## src/ltmc_pkg.sv

```systemverilog
// Constants and carrier types for the loop-through monitor register bank.
// Assumes an 8-bit register address and 8-bit register data.
package ltmc_pkg;

	localparam int NPORT   = 2;
	localparam int ADDR_W  = 8;
	localparam int REG_W   = 8;

	// Register offsets
	localparam logic [ADDR_W-1:0] ADDR_LVDS_CTL = 8'h4b;
	localparam logic [ADDR_W-1:0] ADDR_MON_CTL1 = 8'h52;
	localparam logic [ADDR_W-1:0] ADDR_MON_ENA  = 8'h56;
	localparam logic [ADDR_W-1:0] ADDR_MON_CTL2 = 8'h57;

	// Reset values
	localparam logic [REG_W-1:0] RST_LVDS_CTL = 8'h08;
	localparam logic             RST_BIT      = 1'h0;
	localparam logic [1:0]       RST_FIELD    = 2'h0;
	localparam logic [REG_W-1:0] READ_ZERO    = 8'h00;

	// Field positions
	localparam int SWING_LSB  = 0;
	localparam int SWING_W    = 2;
	localparam int ROUTE_BIT  = 7;
	localparam int DRIVER_BIT = 3;
	localparam int FIELD_LSB  = 1;
	localparam int FIELD_W    = 2;

	// Encodings
	localparam logic [FIELD_W-1:0] FIELD_FIRST  = 2'h1;
	localparam logic [FIELD_W-1:0] FIELD_SECOND = 2'h2;
	localparam logic               ROUTE_SECOND = 1'h1;
	localparam logic               PORT_FIRST   = 1'h0;
	localparam logic               PORT_SECOND  = 1'h1;

	// Register port request
	typedef struct packed {
		logic [ADDR_W-1:0] addr;
		logic [REG_W-1:0]  wdata;
		logic              wr;
		logic              rd;
	} ltmc_bus_t;

	// Monitor configuration seen by the output path
	typedef struct packed {
		logic               driver_on;
		logic               port_bit;
		logic [FIELD_W-1:0] port_field;
	} ltmc_mon_cfg_t;

endpackage : ltmc_pkg

```

## src/ltmc_bank.sv

```systemverilog
// Register bank for the video output drive swing and the loop-through
// monitor output of a serial-link deserializer.
// Assumes the port-select register lives elsewhere on the same clock, and
// that recovered forward-channel data already arrive on this clock.
//
// The address-and-strobe port was decided locally.
`timescale 1ns/1ps

module ltmc_bank #(
	parameter int DATA_W = 8
) (
	input  wire logic                                    clk,
	input  wire logic                                    rst,
	input  wire ltmc_pkg::ltmc_bus_t                     bus,
	input  wire logic                                    port_select,
	input  wire logic [DATA_W-1:0]                       fwd_data_first,
	input  wire logic [DATA_W-1:0]                       fwd_data_second,
	output logic      [ltmc_pkg::REG_W-1:0]              rdata,
	output logic [ltmc_pkg::NPORT-1:0][ltmc_pkg::SWING_W-1:0]
	                                                     drive_swing_select,
	output ltmc_pkg::ltmc_mon_cfg_t                      mon_cfg,
	output logic      [DATA_W-1:0]                       loop_through_monitor_out,
	output logic                                         select_mismatch
);

	if (DATA_W < 1)
	begin : g_bad_width
		$error("ltmc_bank: DATA_W must be at least 1");
	end

	typedef struct packed {
		logic [ltmc_pkg::NPORT-1:0][ltmc_pkg::REG_W-1:0] lvds;
		ltmc_pkg::ltmc_mon_cfg_t                         cfg;
		logic [ltmc_pkg::REG_W-1:0]                      rdata;
		logic [DATA_W-1:0]                               mon_data;
	} ltmc_state_t;

	ltmc_state_t st;
	ltmc_state_t next_st;
	logic        field_valid;

	// Only the two defined codes name a port
	assign field_valid = (st.cfg.port_field == ltmc_pkg::FIELD_FIRST) ||
		(st.cfg.port_field == ltmc_pkg::FIELD_SECOND);

	always_comb
	begin
		next_st = st;
		next_st.rdata = ltmc_pkg::READ_ZERO;
		if (bus.wr)
		begin
			case (bus.addr)
				ltmc_pkg::ADDR_LVDS_CTL:
					// Every bit is storage; the selected port's copy takes it
					next_st.lvds[port_select] = bus.wdata;
				ltmc_pkg::ADDR_MON_CTL1:
					next_st.cfg.port_bit =
						bus.wdata[ltmc_pkg::ROUTE_BIT];
				ltmc_pkg::ADDR_MON_ENA:
					next_st.cfg.driver_on =
						bus.wdata[ltmc_pkg::DRIVER_BIT];
				ltmc_pkg::ADDR_MON_CTL2:
					next_st.cfg.port_field =
						bus.wdata[ltmc_pkg::FIELD_LSB +: ltmc_pkg::FIELD_W];
				default:
					;
			endcase
		end
		if (bus.rd)
		begin
			case (bus.addr)
				ltmc_pkg::ADDR_LVDS_CTL:
					next_st.rdata = st.lvds[port_select];
				ltmc_pkg::ADDR_MON_CTL1:
					next_st.rdata[ltmc_pkg::ROUTE_BIT] = st.cfg.port_bit;
				ltmc_pkg::ADDR_MON_ENA:
					next_st.rdata[ltmc_pkg::DRIVER_BIT] = st.cfg.driver_on;
				ltmc_pkg::ADDR_MON_CTL2:
					next_st.rdata[ltmc_pkg::FIELD_LSB +: ltmc_pkg::FIELD_W] =
						st.cfg.port_field;
				default:
					next_st.rdata = ltmc_pkg::READ_ZERO;
			endcase
		end
		// Monitor mirrors one input only while driven and a port is named
		next_st.mon_data = '0;
		if (st.cfg.driver_on && field_valid)
		begin
			if (st.cfg.port_bit == ltmc_pkg::ROUTE_SECOND)
				next_st.mon_data = fwd_data_second;
			else
				next_st.mon_data = fwd_data_first;
		end
	end

	always_ff @(posedge clk)
	begin
		if (rst)
		begin
			st.lvds           <= {ltmc_pkg::NPORT{ltmc_pkg::RST_LVDS_CTL}};
			st.cfg.driver_on  <= ltmc_pkg::RST_BIT;
			st.cfg.port_bit   <= ltmc_pkg::RST_BIT;
			st.cfg.port_field <= ltmc_pkg::RST_FIELD;
			st.rdata          <= ltmc_pkg::READ_ZERO;
			st.mon_data       <= '0;
		end
		else
			st <= next_st;
	end

	for (genvar p = 0; p < ltmc_pkg::NPORT; p++)
	begin : g_swing
		assign drive_swing_select[p] =
			st.lvds[p][ltmc_pkg::SWING_LSB +: ltmc_pkg::SWING_W];
	end

	assign rdata                    = st.rdata;
	assign mon_cfg                  = st.cfg;
	assign loop_through_monitor_out = st.mon_data;

	// Flags a field and bit that name different ports
	assign select_mismatch = field_valid &&
		(st.cfg.port_bit !=
		(st.cfg.port_field == ltmc_pkg::FIELD_SECOND));

	// Bits that the monitor registers keep; every other bit reads zero
	localparam logic [ltmc_pkg::REG_W-1:0] BIT_ONE =
		{{(ltmc_pkg::REG_W-1){1'b0}}, 1'b1};
	localparam logic [ltmc_pkg::REG_W-1:0] MASK_ROUTE =
		BIT_ONE << ltmc_pkg::ROUTE_BIT;
	localparam logic [ltmc_pkg::REG_W-1:0] MASK_DRIVER =
		BIT_ONE << ltmc_pkg::DRIVER_BIT;
	localparam logic [ltmc_pkg::REG_W-1:0] MASK_FIELD =
		{{(ltmc_pkg::REG_W-ltmc_pkg::FIELD_W){1'b0}},
		{ltmc_pkg::FIELD_W{1'b1}}} << ltmc_pkg::FIELD_LSB;
	localparam logic [ltmc_pkg::REG_W-1:0] MASK_LIVE =
		MASK_ROUTE | MASK_DRIVER | MASK_FIELD;

	for (genvar p = 0; p < ltmc_pkg::NPORT; p++)
	begin : g_swing_chk

	end
endmodule : ltmc_bank

```

## config.mk

```make
export PLATFORM = sky130hd
export DESIGN_NAME = ltmc_bank
export DESIGN_NICKNAME = d
export VERILOG_FILES = /design/src/ltmc_pkg.sv /design/src/ltmc_bank.sv
export SDC_FILE = /design/constraint.sdc
export NUM_CORES = 1
export LEC_CHECK = 0
export BUFFER_PORTS_ARGS = -buffer_cell sky130_fd_sc_hd__clkbuf_2
export CORE_AREA = 5 5 73 58
export DETAILED_ROUTE_END_ITERATION = 8
export DIE_AREA = 0 0 78 63
export PLACE_DENSITY = 0.85
export SLEW_MARGIN = 20
export SYNTH_ARGS = -nofsm -noshare
export SYNTH_HDL_FRONTEND = slang
export SYNTH_SLANG_ARGS = --single-unit
```

## constraint.sdc

```tcl
create_clock -name clk -period 3.8 [get_ports clk]
set_input_delay 0.19 -clock clk [delete_from_list [all_inputs] [get_ports clk]]
set_output_delay 0.19 -clock clk [all_outputs]
set_load 0.02 [all_outputs]
```

### After elaboration in Yosys (flattened, before gate mapping)

Cells that the tools add are included.

* register bits: 36
* latch bits: 0
* RAM bits: 0
* memory bits (read-only): 0
* input bits: 37
* output and inout port bits: 25
* word-level logic and storage cells: 40
* memories kept: 0

* add/sub/neg operators: 0
* multiply operators: 0
* div/mod/pow operators: 0
* order comparisons: 2
* eq/ne operators: 7
* shift-type cells: 0
* multiplexer cells: 9
* bitwise operators: 3
* reductions and logical operators: 11

Operators with widths (number)
* 8-bit by 7-bit equality test with 1-bit output (second input constant): 4
* 8-bit 2-to-1 mux: 4
* 16-bit bitwise mux: 1
* 8-bit demux with 1-bit select: 1
* 2-bit AND reduction: 4
* 1-bit one-hot mux with 2 select lines: 2
* 2-bit one-hot mux with 2 select lines: 1
* 2-bit OR reduction: 2
* 1-bit logical AND: 3
* 1-bit NOT: 3
* 3-bit OR reduction: 1
* 2-bit by 1-bit equality test with 1-bit output (second input constant): 1
* 2-bit equality test (second input constant): 1
* 1-bit by 2-bit < comparator with 1-bit output (second input constant): 1
* 1-bit >= comparator (second input constant): 1
* 1-bit logical OR: 1
* 1-bit != test: 1

### Logic depth before layout (Yosys ltp)

* depth after elaboration: 5
* mapped depth: 5
* mapped depth without buffers: 4

### Least setup slack after synthesis

No wires, ideal clock.

* kind: register -> register
* from: register st, in the netlist mon_cfg[0]
* to: register st, in the netlist loop_through_monitor_out[0]
* library setup time: 65 ps
* data arrival time: 1207 ps
* required time: 3735 ps
* setup slack: 2529 ps
* stages on the path, launching flop included: 6
* buffers on the path: 1
* clock period less this slack: 1271 ps
* cell sequence: dfxtp_1 > inv_1 > ha_1 > or2_2 > clkbuf_1 > nor2_1

* word-level cells in the longest chain between the ends: 5
* elaborated cells on any way between the ends: 6
* those cells by class: eq/ne: 2; bitwise: 1; reduce/logical: 3

Ends and longest elaborated chain
* start, declared: line ltmc_bank.sv:38 `ltmc_state_t st;`
* start signal, assigned: line ltmc_bank.sv:108 `st <= next_st;`
* 2-bit by 1-bit equality test with 1-bit output or 2-bit equality test (tied branches): line ltmc_bank.sv:43, ltmc_bank.sv:44
* 1-bit logical OR (*): line ltmc_bank.sv:43 `assign field_valid = (st.cfg.port_field == ltmc_pkg::FIELD_FIRST) ||`
* 1-bit logical AND (*): line ltmc_bank.sv:87 `if (st.cfg.driver_on && field_valid)`
* 1-bit NOT (no source line) (*)
* 2-bit OR reduction (no source line) (*)

Every way passes the cells marked *; elsewhere a longest branch is shown, timed or not.
A chain may end at the register's enable or synchronous reset.

### Worst setup path in the final report

* from: register st, in the netlist mon_cfg[2]
* to: output select_mismatch

* word-level cells in the longest chain between the ends: 2

Ends and longest elaborated chain
* 1-bit != test: line ltmc_bank.sv:123 `(st.cfg.port_bit !=`
* 1-bit logical AND: line ltmc_bank.sv:122 `assign select_mismatch = field_valid &&`
* end, declared: line ltmc_bank.sv:23 `output logic select_mismatch`

Every way passes these cells.

==> results.md <==
* Clock share of power at 0.375
* I/O Buffers at 61
* Worst Setup Start Kind: flop
* Vias in the first global route at 1187
* Total wire length at 3370 um
* HPWL after DPL at 2550 um
* CP required at 3.61 ns
* Area grow syn2layout at 12.3%
* Commonest cells after routing, fill and taps aside: clkbuf_2 (61), mux2i_1 (36), dfxtp_1 (36)
* Io pins at 62
* DRC at 0
* Drt first pass iters at 4
* Reg2Reg Depth at 4
* Worst path cell trace: xnor2_1 -> nor2_1 -> clkbuf_2
* Final Skew at 0.00310 ns
* Yosys reg bits at 36
* Post-synthesis cell type count at 25
* Antenna-violating nets left at 0
* Part of the power in registers at 0.557
* Vias at 1211
* F_max at 0.628 GHz
* Power per cell area at 346 mW/mm2
* Clock transition at path regs at 0.06 ns
* Ys Warns at 0
* RSZ-0062 raised after global routing: false
* Placement Setup Slack at 2.34 ns
* Psw at 151 uW
* Worst skew pair latency at 0.29 ns
* Slowest-stage cell, CP: dfxtp_1
* Worst slew margin at 0.600
* Maximum Capacitance Violations at 0
* Via density per instance at 4.81
* Full die area at 0.00491 mm2
* Worst-Margin Slew at 0.600 ns
* Die Y-Extent at 63 um
* Final core utilization at 0.561
* First-pass GRT wire length at 5500 um
* Final Slew Violations at 0
* Setup bufs post-CTS at 0
* Initial Utilization at 0.500
* Post-layout min period at 1.59 ns
* Initial DRC count at 60
* Core area at 0.00349 mm2
* Die W at 78 um
* Crit path capture type: output pin
* Crit path largest cell delay at 0.70 ns
* GRT Overall Usage at 0.143
* Area after DPL at 0.00188 mm2
* # nets final at 248
* Leakage at 0.000920 uW
* Most common cell after layout, fill and taps aside: clkbuf_2
* Final Worst Setup Slack at 2.21 ns
* Final Instance Area at 0.00196 mm2
* Antenna violations before repair at 0
* Fin Setup TNS at 0 ns
* Number of setup violations in the final report at 0
* Mapped Cells at 174
* Worst vdd ir at 0.180 mV
* FP Rows at 19
* Syn_nets at 212
* Post-synthesis sequential area ratio at 0.413
* Mapped cell area at 0.00175 mm2
* Layout cell share with drive strength beyond 1 at 0.343
* Sw frac at 0.223
* Period utilization at 0.419
* Comb pwr share at 0.069
* WP data arrival at 1.40 ns
* Pin count of the biggest net entering global routing at 32
* Final hold violations at 0
* Htree depth at 2
* Worst Path Max Fanout at 12
* Multi-input gate area at 798 um2
* CTS max path bufs at 2
* Grt ovf at 0
* CTS Sinks at 36
* CTS Root Cell: clkbuf_8
* Wire length per cell at 13.4 um
* Register area at 721 um2
* Hold_buf cts at 0
* CTS Buf Count at 5
* Avg Inst Size Synth at 10.0 um2
* Setup CP Type: reg2out
* Hold crit path type: in2reg
* Final GP Congestion at 0.824
* Internal power at 527 uW
* Post-CTS Resized at 0
* Fillers at 320
* Worst Hold Path Cells at 3
* ANT cells at 0
* CTS tree: built
* Status: complete, no violations
[final timing paths]
path | from | end | slack, ns
max | mon_cfg[2] | select_mismatch | 2.21
min | fwd_data_first[7] | loop_through_monitor_out[7] | 0.13
max reg2reg | mon_cfg[0] | loop_through_monitor_out[2] | 2.49
min reg2reg | st[26] | st[26] | 0.47
[state kept, by name, indices dropped and copies added (netlist names)]
signal	flops
drive_swing_select	4
loop_through_monitor_out	8
st	12
rdata	8
mon_cfg	4
[power by group through the flow]
stage	registers [uW]	logic, uW	clock network [uW]
2_1_floorplan	386	23.7	0
3_5_place_dp	386	46.6	0
6_report	378	46.7	254
3_3_place_gp	386	46.1	0
4_1_cts	377	46.9	262
5_1_grt	377	51.3	281
[metal layers]
layer | routed length, um | track usage
met1 | 1480 | 0.175
met2 | 1620 | 0.217
met3 | 210 | 0.0663
met4 | 58 | 0.0570
met5 | 0 | 0
[metrics by stage]
| step | cells | hold slack [ns] | total power [uW] |
|---|---|---|---|
| 6_report | 252 | 0.135 | 678 |
| 5_1_grt | 252 | 0.148 | 709 |
| 4_1_cts | 252 | 0.128 | 687 |
| 3_5_place_dp | 245 | 0.433 | 433 |
| 3_3_place_gp | 245 | 0.422 | 432 |
| 2_1_floorplan | 174 | 0.334 | 410 |
[logic make-up (layout without fill, tap and decap cells)]
logic type	after synthesis	in the layout	synth area share
DFF	36	36	0.413
buffers and inverters	34	70	0.130
muxes	36	36	0.206
xor gates and xnor gates	1	1	0.00502
AOI/OAI and AO/OA	4	4	0.0129
adders and majority gates	1	1	0.00716
and+or+nand+nor	62	62	0.226
[area by class of cell]
type	count	share of cell area
Clock buffer	6	0.0370
Clock inverter	1	0.00255
Inverter	2	0.00383
Multi-Input combinational cell	104	0.407
Sequential cell	36	0.367
Tap cell	42	0.0268
Timing Repair Buffer	61	0.156
[critical path: cells and delay by family, from the launching register on]
family                    cells  cell delay (ns)
DFF                           1             0.70
buffers and inverters         1             0.17
and+or+nand+nor               1             0.10
xor gates and xnor gates      1             0.14
[synth_stat cells (all sizes together)]
library cell	number	share of area
dfxtp	36	0.41
mux2i	36	0.21
buf	28	0.12
nand2b	26	0.093
nor2	16	0.034
nand4	7	0.029
clkbuf	4	0.0086
nor2b	3	0.011
inv	2	0.0043
nand4b	2	0.014
nor3b	2	0.015
o21ai	2	0.0057
o22ai	2	0.0072
and2	1	0.0036
and3b	1	0.0050
and4	1	0.0050
and4b	1	0.0057
and4bb	1	0.0072
ha	1	0.0072
or2	1	0.0036
xnor2	1	0.0050
No activity file was read; power rests on OpenSTA's default activity.
